## src/core/boot_strap_regs.svh

```systemverilog
// offsets, field positions, reset values and counts of the boot strap selector
`ifndef BOOT_STRAP_REGS_SVH
`define BOOT_STRAP_REGS_SVH
// ----------------------------------------------------------------
// register byte offsets
// ----------------------------------------------------------------
`define BSS_STATUS_OFS 12'h000
`define BSS_PINCTL_OFS 12'h004
`define BSS_FUSE_OFS 12'h008
// ----------------------------------------------------------------
// strap bit positions
// ----------------------------------------------------------------
`define BSS_SRC_SEL_BIT 0
`define BSS_DL_REQ_BIT 1
`define BSS_SPARE_BIT 2
`define BSS_TYPE_BIT 3
// ----------------------------------------------------------------
// status and fuse register fields
// ----------------------------------------------------------------
`define BSS_ST_STRAP_LSB 0
`define BSS_ST_SRC_LSB 4
`define BSS_ST_TYPE_BIT 6
`define BSS_ST_DONE_BIT 7
`define BSS_ST_STATE_LSB 8
`define BSS_FU_EN_BIT 0
`define BSS_FU_CFG_LSB 4
// ----------------------------------------------------------------
// reset values and counts
// ----------------------------------------------------------------
`define BSS_PINCTL_RST 4'h0
`define BSS_STRAP_W 4
`define BSS_FUSE_CFG_W 4
`endif

```

## src/core/boot_strap_pkg.sv

```systemverilog
// types shared by the boot strap selector files
package boot_strap_pkg;
  // decoded boot source
  typedef enum logic [1:0] {
    SRC_EMMC = 2'b00,
    SRC_USB_DL = 2'b01,
    SRC_FUSE = 2'b10
  } boot_src_t;
  // boot sequence states
  typedef enum logic [2:0] {
    ST_CAPTURE = 3'b000,
    ST_DECIDE = 3'b001,
    ST_LOAD = 3'b010,
    ST_RUN_APP = 3'b011,
    ST_RUN_RT = 3'b100
  } boot_state_t;
endpackage

```

## src/core/strap_capture.sv

```systemverilog
// one-shot sampler that freezes a level vector at the first edge after reset
`timescale 1ns/100ps
module strap_capture #(
  parameter int W = 4
) (
  input wire logic pclk,
  input wire logic presetn,
  input wire logic [W-1:0] level_in,
  output logic [W-1:0] level_held,
  output logic captured
);
  // ----------------------------------------------------------------
  // capture once, then hold until the next reset
  // ----------------------------------------------------------------
  always_ff @(posedge pclk or negedge presetn) begin
    if (!presetn) begin
      level_held <= '0;
      captured <= 1'b0;
    end else if (!captured) begin
      // first edge after release takes the pin levels
      level_held <= level_in;
      captured <= 1'b1;
    end
  end
endmodule

```

## src/core/boot_source_strap_select.sv

```systemverilog
// boot strap capture, boot source decode, boot sequence and apb registers
//
// Chosen here: the register offsets and register access over APB.
`timescale 1ns/100ps
`include "boot_strap_regs.svh"
// Operation
// RQ1 - sample four straps at reset release
// RQ2 - strap pins become outputs after boot
// RQ3 - type strap low gives single boot
// RQ4 - type strap high gives low-power boot
// RQ5 - single boot loads images, then app cores
// RQ6 - select low, request high: boot eMMC
// RQ7 - both high: boot from fuse settings
// RQ8 - request low forces usb serial download
// RQ9 - fuse boot only when fuse enable set
// RQ10 - board must not drive straps at reset
// RQ11 - driven straps need fuse programming instead
// RQ12 - captured straps hold until next reset
module boot_source_strap_select
  import boot_strap_pkg::*;
#(
  parameter int STRAP_W = `BSS_STRAP_W,
  parameter int FUSE_W = `BSS_FUSE_CFG_W
) (
  input wire logic pclk,
  input wire logic presetn,
  // apb slave
  input wire logic psel,
  input wire logic penable,
  input wire logic pwrite,
  input wire logic [11:0] paddr,
  input wire logic [31:0] pwdata,
  output logic [31:0] prdata,
  output logic pready,
  output logic pslverr,
  // strap pins, two-way
  input wire logic [STRAP_W-1:0] boot_strap_pins_in,
  output logic [STRAP_W-1:0] boot_strap_pins_out,
  output logic [STRAP_W-1:0] boot_strap_pins_oe_n,
  // fuse bank levels
  input wire logic fuse_boot_enable,
  input wire logic [FUSE_W-1:0] fuse_boot_cfg,
  // image loader handshake
  input wire logic images_loaded,
  output logic load_start,
  // boot results
  output logic [1:0] boot_source,
  output logic low_power_boot,
  output logic boot_valid,
  output logic app_core_run,
  output logic rt_core_run
);
  // ----------------------------------------------------------------
  // declarations
  // ----------------------------------------------------------------
  localparam int CAP_W = STRAP_W + FUSE_W + 1;
  logic [CAP_W-1:0] cap_in; // straps and fuse levels together
  logic [CAP_W-1:0] cap_held; // frozen copy
  logic cap_done; // capture has happened
  logic [STRAP_W-1:0] strap_r; // captured strap levels
  logic fuse_en_r; // captured fuse enable
  logic [FUSE_W-1:0] fuse_cfg_r; // captured fuse configuration
  boot_state_t state_r; // boot sequence state
  boot_state_t state_nxt; // its next value
  boot_src_t src_r; // decoded source
  logic [STRAP_W-1:0] pinctl_r; // software pin levels after boot
  logic apb_setup; // setup phase seen
  logic apb_done; // access completes this edge
  logic [31:0] rd_mux; // read data selection
  logic addr_ok; // address hits a register

  // ----------------------------------------------------------------
  // decode function
  // ----------------------------------------------------------------
  // boot source from the captured straps and fuse enable
  function automatic boot_src_t decode_src(input logic [STRAP_W-1:0] s, input logic fen);
    boot_src_t r;
    r = SRC_EMMC;
    // RQ8 download request wins
    if (!s[`BSS_DL_REQ_BIT]) begin
      r = SRC_USB_DL;
    end else if (!s[`BSS_SRC_SEL_BIT]) begin
      // RQ6 grounded select picks emmc
      r = SRC_EMMC;
    end else begin
      // RQ7 RQ9 fuses only when enabled
      r = fen ? SRC_FUSE : SRC_USB_DL;
    end
    return r;
  endfunction

  // ----------------------------------------------------------------
  // strap capture
  // ----------------------------------------------------------------
  // relies on the board leaving straps undriven at reset (RQ10, RQ11)
  assign cap_in = {fuse_cfg_r_in(fuse_boot_cfg), fuse_boot_enable, boot_strap_pins_in};

  // identity helper keeps the concatenation widths explicit
  function automatic logic [FUSE_W-1:0] fuse_cfg_r_in(input logic [FUSE_W-1:0] v);
    return v;
  endfunction

  // RQ1 sample at first edge after release
  strap_capture #(
    .W(CAP_W)
  ) u_cap (
    .pclk(pclk),
    .presetn(presetn),
    .level_in(cap_in),
    .level_held(cap_held),
    .captured(cap_done)
  );

  assign strap_r = cap_held[STRAP_W-1:0];
  assign fuse_en_r = cap_held[STRAP_W];
  assign fuse_cfg_r = cap_held[CAP_W-1:STRAP_W+1];

  // ----------------------------------------------------------------
  // boot sequence
  // ----------------------------------------------------------------
  // next state
  always_comb begin
    state_nxt = state_r;
    case (state_r)
      ST_CAPTURE: begin
        if (cap_done) begin
          state_nxt = ST_DECIDE;
        end
      end
      ST_DECIDE: begin
        // RQ3 RQ4 type strap picks the boot type
        if (strap_r[`BSS_TYPE_BIT]) begin
          state_nxt = ST_RUN_RT;
        end else begin
          state_nxt = ST_LOAD;
        end
      end
      ST_LOAD: begin
        // RQ5 wait for every image
        if (images_loaded) begin
          state_nxt = ST_RUN_APP;
        end
      end
      ST_RUN_APP: state_nxt = ST_RUN_APP;
      ST_RUN_RT: state_nxt = ST_RUN_RT;
      default: state_nxt = ST_CAPTURE;
    endcase
  end

  // state register
  always_ff @(posedge pclk or negedge presetn) begin
    if (!presetn) begin
      state_r <= ST_CAPTURE;
    end else begin
      state_r <= state_nxt;
    end
  end

  // RQ12 source decoded once and then held
  always_ff @(posedge pclk or negedge presetn) begin
    if (!presetn) begin
      src_r <= SRC_EMMC;
      boot_valid <= 1'b0;
      low_power_boot <= 1'b0;
    end else if (state_r == ST_DECIDE) begin
      src_r <= decode_src(strap_r, fuse_en_r);
      boot_valid <= 1'b1;
      low_power_boot <= strap_r[`BSS_TYPE_BIT];
    end
  end

  assign boot_source = src_r;

  // core run and loader outputs
  always_ff @(posedge pclk or negedge presetn) begin
    if (!presetn) begin
      load_start <= 1'b0;
      app_core_run <= 1'b0;
      rt_core_run <= 1'b0;
    end else begin
      // RQ5 loader active until images are in
      load_start <= (state_nxt == ST_LOAD);
      app_core_run <= (state_nxt == ST_RUN_APP);
      // RQ4 only the real-time core runs
      rt_core_run <= (state_nxt == ST_RUN_RT);
    end
  end

  // ----------------------------------------------------------------
  // strap pin drive
  // ----------------------------------------------------------------
  // RQ2 undriven until boot_valid is set, outputs from the next edge
  always_ff @(posedge pclk or negedge presetn) begin
    if (!presetn) begin
      boot_strap_pins_oe_n <= '1;
      boot_strap_pins_out <= '0;
    end else begin
      boot_strap_pins_oe_n <= boot_valid ? '0 : '1;
      boot_strap_pins_out <= pinctl_r;
    end
  end

  // ----------------------------------------------------------------
  // apb slave
  // ----------------------------------------------------------------
  assign apb_setup = psel && !penable;
  assign apb_done = psel && penable && pready;
  assign addr_ok = (paddr == `BSS_STATUS_OFS) || (paddr == `BSS_PINCTL_OFS) ||
                   (paddr == `BSS_FUSE_OFS);

  // read data selection
  always_comb begin
    rd_mux = 32'h0000_0000;
    case (paddr)
      `BSS_STATUS_OFS: begin
        rd_mux[`BSS_ST_STRAP_LSB +: STRAP_W] = strap_r;
        rd_mux[`BSS_ST_SRC_LSB +: 2] = src_r;
        rd_mux[`BSS_ST_TYPE_BIT] = low_power_boot;
        rd_mux[`BSS_ST_DONE_BIT] = boot_valid;
        rd_mux[`BSS_ST_STATE_LSB +: 3] = state_r;
      end
      `BSS_PINCTL_OFS: rd_mux[STRAP_W-1:0] = pinctl_r;
      `BSS_FUSE_OFS: begin
        rd_mux[`BSS_FU_EN_BIT] = fuse_en_r;
        rd_mux[`BSS_FU_CFG_LSB +: FUSE_W] = fuse_cfg_r;
      end
      default: rd_mux = 32'h0000_0000;
    endcase
  end

  // one wait state: ready rises at the end of the first access cycle, high in the second
  always_ff @(posedge pclk or negedge presetn) begin
    if (!presetn) begin
      pready <= 1'b0;
      prdata <= 32'h0000_0000;
      pslverr <= 1'b0;
    end else if (psel && penable && !pready) begin
      pready <= 1'b1;
      prdata <= pwrite ? 32'h0000_0000 : rd_mux;
      pslverr <= !addr_ok || (pwrite && (paddr != `BSS_PINCTL_OFS));
    end else begin
      pready <= 1'b0;
      pslverr <= 1'b0;
    end
  end

  // pin control register, written at the completing edge
  always_ff @(posedge pclk or negedge presetn) begin
    if (!presetn) begin
      pinctl_r <= `BSS_PINCTL_RST;
    end else if (apb_done && pwrite && (paddr == `BSS_PINCTL_OFS)) begin
      pinctl_r <= pwdata[STRAP_W-1:0];
    end
  end

  // ----------------------------------------------------------------
  // assertions
  // ----------------------------------------------------------------
  logic [STRAP_W-1:0] strap_first; // straps seen at the first edge
  always_ff @(posedge pclk or negedge presetn) begin
    if (!presetn) begin
      strap_first <= '0;
    end else if (!cap_done) begin
      strap_first <= boot_strap_pins_in;
    end
  end
endmodule

```

## config.mk

```make
export PLATFORM = sky130hd
export DESIGN_NAME = boot_source_strap_select
export DESIGN_NICKNAME = d
export VERILOG_FILES = /design/src/core/boot_strap_pkg.sv /design/src/core/strap_capture.sv /design/src/core/boot_source_strap_select.sv
export VERILOG_INCLUDE_DIRS = /design/src /design/src/core
export SDC_FILE = /design/constraint.sdc
export NUM_CORES = 1
export LEC_CHECK = 0
export ABC_AREA = 1
export CORE_MARGIN = 2
export CORE_UTILIZATION = 34
export DETAILED_ROUTE_END_ITERATION = 10
export DONT_BUFFER_PORTS = 1
export GPL_TIMING_DRIVEN = 0
export REMOVE_ABC_BUFFERS = 1
export SLEW_MARGIN = 40
export SYNTH_ARGS = -nofsm -noshare
export SYNTH_HDL_FRONTEND = slang
export SYNTH_SLANG_ARGS = --single-unit
```

## constraint.sdc

```tcl
create_clock -name pclk -period 2.15 [get_ports pclk]
set_input_delay 0.3225 -clock pclk [delete_from_list [all_inputs] [get_ports pclk]]
set_output_delay 0.3225 -clock pclk [all_outputs]
set_load 0.005 [all_outputs]
```

==> results by stage, run 1 <==
Timing:
- The maximum frequency from static timing analysis is 788 MHz.
- The setup-violating endpoint count in the final report is 0.
- The final-report max-slew violation count is 0.
- The worst path uses 59.0% of the clock period.
- Across the routed clock network, the largest skew measured is 0.00277 ns.
- After routing, the total negative slack on setup checks comes to 0 ns.
- The number of hold violations in the final report is 0.
- Setup repair after global routing left no endpoint under its margin.
- The shortest clock period the worst path allows after layout is 1.27 ns.

Clock tree:
- The setup fix buffers added after clock tree synthesis is 0.
- The TritonCTS clock tree is done.
- CTS built an H-tree with a depth of 2.
- The clock reaches the later pin of the worst-skew pair after 0.29 ns.
- Clock tree synthesis selected as its root buffer the cell clkbuf_8.
- TritonCTS created 5 clock buffers.
- The maximum count of clock buffers along a single path is 2.
- Counting every sink on the clock net gives 42.
- The clock slew at the register clock pins of the worst setup and hold paths is 0.08 ns.

Floorplanning:
- The height of the die is 78.7 µm.
- Pin placement for this block handled 108 I/O pins.
- The total core area is 5440 µm².
- The horizontal extent of the die is 78.7 µm.
- The floorplan has 27 rows.
- The total die area is 6190 µm².
- The initial standard-cell utilization of the core is 34.9%.

Synthesis:
- The register bit total from synthesis is 42.
- The biggest area contributor in the post-synthesis netlist is dfrtp_1.
- The synthesized netlist occupies a cell area of 1900 µm².
- The area share of the leading cell type in the synthesized netlist is 54.1%.
- The post-synthesis average cell area is 9.03 µm².
- The count of different cell masters after synthesis is 22.
- Synthesis produced 210 cells.
- The Yosys step of the flow raised 0 warnings.
- The portion of the post-synthesis area used by sequential elements is 55.5%.
- By area the synthesized netlist is led by dfrtp_1 (54%), nand2_1 (10%), buf_4 (9.5%).

Finish:
- In the final layout, the share of cells above drive strength 1 is 9.91%.
- Relative to the synthesized area, the layout overhead comes to 3.89%.
- Fill cells in the final layout number 560.
- The number of antenna cells inserted is 0.
- In the final design database the tool counted 271 nets.
- Cells fill 36.2% of the core in the end.

Setup path:
- STA classifies the critical path endpoint as a flip-flop.
- In this run the critical register-to-register path is launched from state_r[2].
- The peak fanout along the critical path is 7.
- The startpoint-to-endpoint class of the critical path is flip-flop to flip-flop.
- For the worst setup path, the data required time is 2.33 ns.
- The worst register-to-register path has a depth of 4.
- The register-to-register path setup slack is 0.88 ns.
- The reg-to-reg endpoint is boot_source[1].
- STA classifies the critical path startpoint as a flip-flop.
- The arrival time of the worst setup path is 1.44 ns.

Global routing:
- The first global-routing pass estimated 5720 µm of wire.
- The number of antenna violations at the first check in global routing was 0.
- The number of global-route vias before repair came to 1163.
- In the global route stage, overall resource usage came out at 12.2%.
- Entering global routing, the biggest net connects 43 pins.
- The total overflow left after global routing is 0.

Job:
- The tool flagged a number of max-cap violations equal to 0.

Min path:
- The hold path startpoint is pwdata[0].
- Along the worst hold path, the cell count comes to 2.
- The endpoint of the worst hold-timing path is pinctl_r[0].
- The path type of the worst min-delay path is primary input to flip-flop.

Place:
- The detailed placer's ending HPWL is 2750 µm.
- At the end of routability-driven placement, the weighted congestion stood at 0.743.
- During placement, the flow inserted port buffers numbering 0.

Routing:
- The detailed-route via count is 1233.
- The DRC violation total after the first TritonRoute iteration is 80.
- The DRC violation count after routing is 0.
- The vias per cell is 4.34.
- In the final routed layout, each cell accounts on average for 12.7 µm.
- In this run the remaining antenna-violating nets after routing total 0.
- The post-detailed-routing wire length is 3620 µm.
- For this run, the detailed router's first-pass iteration total came to 4.

Power:
- Summed over all cells, the static leakage comes to 0.984 nW.
- The peak supply drop is 0.305 mV.
- In this run the power density over the cells is 827 nW/µm².

Status:
- The run finished with clean final reports.
-- cell usage after synthesis, drive strengths merged --
master / count
a21oi: 8
buf: 26
clkbuf: 1
conb: 2
dfrtp: 41
dfstp: 1
inv: 18
mux2: 6
nand2: 53
nand3: 15
nor2: 22
nor3: 2
nor4: 1
o21ai: 13
o31ai: 1
-- cell type report --
class	instances	area, µm²	area share, %
Multi-Input combinational cell	143	651	33.0
Timing Repair Buffer	2	30.0	1.52
Tap cell	72	90.1	4.57
Inverter	18	67.6	3.43
Clock inverter	2	10.0	0.508
Sequential cell	42	1050	53.4
Clock buffer	5	68.8	3.49
-- power breakdown --
| group | leakage [nW] | internal (W) | switching, W |
|---|---|---|---|
| clock | 0.0438 | 0.000218 | 0.000261 |
| combinational | 0.429 | 0.0000641 | 0.000127 |
| sequential | 0.511 | 0.000876 | 0.0000833 |
| total | 0.984 | 0.00116 | 0.000472 |
-- kinds of logic (layout without fill, tap and decap cells) --
| family | after synthesis | count (layout) | synth area share, % |
|---|---|---|---|
| muxes | 6 | 6 | 3.56 |
| AOI/OAI and AO/OA | 22 | 22 | 5.94 |
| and+or+nand+nor | 93 | 93 | 20.5 |
| other | 2 | 22 | 0.396 |
| DFF | 42 | 42 | 55.5 |
| buffers and inverters | 45 | 27 | 14.1 |
-- layer usage --
metal	share of wire, %	GRT usage, %	vias to the layer above
li1	-	-	619
met1	41	13.9	573
met2	47	18.6	34
met3	10	7.01	7
met4	2.2	5.26	0
met5	0	0	-
-- placed cells by master, fill, tap and decap left out, types with 2 or more instances in the layout --
| cell | netlist | routed |
|---|---|---|
| dfrtp_1 | 41 | 41 |
| inv_2 | 3 | 3 |
| mux2_2 | 6 | 6 |
| o21ai_1 | 9 | 9 |
| clkinv_2 | 0 | 2 |
| conb_1 | 2 | 22 |
| nor3_1 | 2 | 2 |
| o21ai_0 | 4 | 4 |
| nand3_1 | 14 | 14 |
| a21oi_1 | 8 | 8 |
| nor2_1 | 20 | 20 |
| clkbuf_8 | 0 | 5 |
| nand2_1 | 53 | 53 |
| inv_1 | 15 | 15 |
-- sequential cells by signal (all words and copies together), names as in the netlist --
signal	flops
rt_core_run	1
pinctl_r	4
u_cap.captured	1
pready	1
load_start	1
u_cap.level_held	9
boot_source	2
boot_valid	1
boot_strap_pins_oe_n	1
boot_strap_pins_out	4
state_r	3
low_power_boot	1
app_core_run	1
prdata	11
pslverr	1
-- stage by stage --
stage | total power, W | hold slack (ns) | setup slack, ns | std cells | area [µm²]
6_report | 0.00163 | 0.166 | 0.882 | 284 | 1970
5_1_grt | 0.00173 | 0.158 | 0.789 | 284 | 1970
4_1_cts | 0.00165 | 0.158 | 0.879 | 284 | 1970
3_5_place_dp | 0.00115 | 0.0282 | 0.765 | 275 | 1860
3_3_place_gp | 0.00114 | 0.0285 | 0.797 | 275 | 1860
2_1_floorplan | 0.00109 | 0.0269 | 0.946 | 203 | 1770
-- worst max-delay path by stage --
stage | from | to | cells after the start
final | state_r[2] | boot_source[1] | 4
after global routing | state_r[2] | boot_source[1] | 4
after floorplan | paddr[11] | pslverr | 6
after CTS | state_r[2] | boot_source[1] | 4
after detailed placement | paddr[9] | prdata[4] | 7
after global placement | paddr[11] | prdata[7] | 7
-- worst max-delay path, stage by stage (launching register included) --
cell and delay, ns:
dfrtp_1 0.45, nor3_1 0.38, inv_1 0.16, nand2_1 0.08, o21ai_0 0.07
-- repair_timing --
action / in CTS / in global routing
endpoints found under the hold margin: 42 / 0
hold buffers: 2 / 0
gates resized for setup: 0 / 0
No activity file was read; power rests on OpenSTA's default activity.
==> run 2: changes to the inputs <==
==> constraint.sdc (replaced) <==
create_clock -name pclk -period 1.11 [get_ports pclk]
set_input_delay 0.1665 -clock pclk [delete_from_list [all_inputs] [get_ports pclk]]
set_output_delay 0.1665 -clock pclk [all_outputs]
set_load 0.005 [all_outputs]
==> run 2 against run 1 <==
The flow now finishes with violations (negative hold slack). Power increased by 99%. Global-route usage increased by 0.20 points. Sequential power increased by 97%. Clock-buffer cell count unchanged. Largest power group unchanged. Critical path depth increased by 1. Cell count increased by 0.35%. Cell area increased by 1.5%. Clock power increased by 95%.
==> results by stage, run 2 (synthesis gave the netlist of run 1 again) <==
Floorplanning:
- The core region is 5440 µm².
- The die covers 6190 µm².
- From left edge to right edge, the die measures 78.7 µm.
- The die is 78.7 µm tall.
- The initial utilization of the core area, before any placement, comes to 34.9%.
- The number of primary I/O pins is 108.
- The floorplan has 27 rows.

Place:
- The detailed placer's ending HPWL is 2750 µm.
- The number of input and output port buffers inserted is 0.
- The congestion estimate from routability-driven global placement came to 0.743.
- The placed instances occupy a cell area of 1860 µm².

Global routing:
- Entering global routing, the biggest net connects 43 pins.
- For this run, global-route usage on met2 was measured as 19.2%.
- The layer with the highest usage after global routing is met2.
- Global routing used 7.01% of the available met3 tracks.
- The wire length of the first global-routing pass is 5830 µm.
- The number of antenna violations at the first check in global routing is 0.
- The routing usage on met1 is 14.0%.
- The number of global-route vias before repair is 1167.
- Global routing consumed, over all layers together, 12.4% of the routing resources.
- The global route total overflow is 0.

Setup path:
- For this design, the slowest cell found on the critical path is dfrtp_2.
- The element type at the critical path end is a flip-flop.
- By startpoint and endpoint, the worst setup path is classified as flip-flop to flip-flop.
- The start point of the critical path is pready.
- Traced cell by cell, the critical path runs through nor2_4 -> nand2_2 -> inv_2 -> nand2_1 -> o21ai_1.
- The required time at the worst-slack endpoint is 1.33 ns.
- The reg-to-reg endpoint is prdata[9].
- The arrival time of the worst setup path is 1.28 ns.
- Following the worst setup path forward leads to its endpoint at prdata[9].
- The register-to-register path setup slack is 0.05 ns.
- The startpoint of the worst register-to-register path is pready.
- The worst reg-to-reg path cell count is 5.
- The category of the worst setup path launch point is a flip-flop.
- The highest cell delay on the worst timing path is 0.45 ns.
- The peak fanout along the critical path is 5.

Clock tree:
- The number of buffers created by CTS is 5.
- The cell at the root of the clock tree is clkbuf_8.
- TritonCTS built the clock tree.
- The clock sink count is 42.
- The clock slew at the register clock pins of the worst setup and hold paths is 0.08 ns.
- The clock passes through at most 2 buffers.
- The later pin in the worst-skew pair is clocked with a latency of 0.29 ns.
- The H-tree was split into 2 levels.

Timing:
- The number of hold violations in the final report is 42.
- The shortest clock period the worst path allows after layout is 1.06 ns.
- On the final layout, the worst hold slack is -0.442 ns.
- Setup repair after global routing could not meet its margin everywhere.
- The share of the cycle needed by the critical path after routing is 95.8%.
- The maximum frequency from static timing analysis is 940 MHz.
- The setup-violating endpoint count in the final report is 0.
- The clock skew is 0.00264 ns.
- The final-report max-slew violation count came to 0.

Power:
- The total design power is 0.00325 W.
- For this design the static power due to leakage is 0.975 nW.
- Across the VDD grid, the largest voltage drop is 0.604 mV.
- For this design the ratio of total power to cell area is 1630 nW/µm².

Finish:
- In the final layout, the registers with the most flip-flops are prdata: 11 flops, u_cap.level_held: 9 flops.
- In the layout the commonest cells are nand2_1 (52), dfrtp_1 (37), conb_1 (22), nor2_1 (17), nand3_1 (14).
- 0 antenna diodes ended up in the layout.
- The flip-flop count of the largest register, all copies and words added is 11.
- The area growth from synthesis to layout is 5.41%.
- The total non-filler cell area in the finished layout is 2000 µm².
- More flip-flops sit in one register than any other, and that register is prdata.
- The layout net count is 272.
- The ratio of cells with drive above 1 in the final layout is 16.4%.
- The library cell used most frequently in the layout, excluding fill and tap cells, is nand2_1.

Min path:
- The path type of the worst min-delay path is primary input to asynchronous set/reset pin.

Routing:
- Summed over all layers, the routed wires come to 3740 µm.
- Dividing the detail-routed wire length by the instance count gives 13.1 µm.
- The DRC violation total after the first TritonRoute iteration is 63.
- Using the TritonRoute via totals, the vias-per-cell ratio works out to 4.41.
- The first TritonRoute pass finished after 4 iterations.
- The detailed-route via count is 1257.
- The number of nets with antenna violations after detailed routing is 0.
- The DRC violation count after routing is 0.

Job:
- The max-cap check violation count is 0.

Status:
- The final reports fail on negative hold slack.
- The run finished, with violations left.
## run 2: cell type report
cell class / count / area, µm²
Clock buffer: 5 / 68.8
Clock inverter: 2 / 10.0
Fill cell: 553 / 3440
Inverter: 18 / 67.6
Multi-Input combinational cell: 143 / 684
Sequential cell: 42 / 1060
Tap cell: 72 / 90.1
Timing Repair Buffer: 2 / 15.0
Timing Repair inverter: 1 / 5.00
## run 2: stage by stage
step	hold slack [ns]	setup TNS, ns	worst slack [ns]	instances	util [%]
final	-0.442	0	0.0467	285	36.7
after global routing	-0.458	-0.0292	-0.0126	285	36.7
after CTS	-0.450	0	0.00661	283	36.1
after detailed placement	-0.128	-1.30	-0.141	275	34.2
after global placement	-0.128	-1.01	-0.138	275	34.2
after floorplan	-0.129	0	0.0356	203	-
## run 2: metal layers
layer | part of all wire, % | wire length, µm | vias to the layer above
li1 | - | - | 622
met1 | 38 | 1440 | 588
met2 | 49 | 1840 | 42
met3 | 11 | 393 | 5
met4 | 1.7 | 63 | 0
met5 | 0 | 0 | -
## run 2: worst max-delay path: cells and delay by family (launching register included)
family                 cells  cell delay, ns
AO/OA/AOI/OAI              1            0.12
buffers and inverters      1            0.11
flip-flops                 1            0.45
AND/OR/NAND/NOR            3            0.30
## run 2: how the worst min path moves through the flow
stage	depth (start not counted)	slack [ns]	end
3_5_place_dp	0	-0.13	u_cap.captured
3_3_place_gp	0	-0.13	app_core_run
5_1_grt	0	-0.46	u_cap.level_held[3]
6_report	0	-0.44	rt_core_run
4_1_cts	0	-0.45	u_cap.captured
2_1_floorplan	0	-0.13	app_core_run
## run 2: repair_timing
item	in CTS	in global routing
cloned	1	0
gates resized for setup	6	11
setup buffers	0	2
endpoints found under the setup margin	16	18
hold endpoints to repair	42	42
pin swaps	0	2
## run 2: where the power goes
part           switching (W)  total (W)  internal, W
Sequential          0.000187    0.00189      0.00170
Combinational       0.000247   0.000424     0.000177
Clock               0.000512   0.000934     0.000422
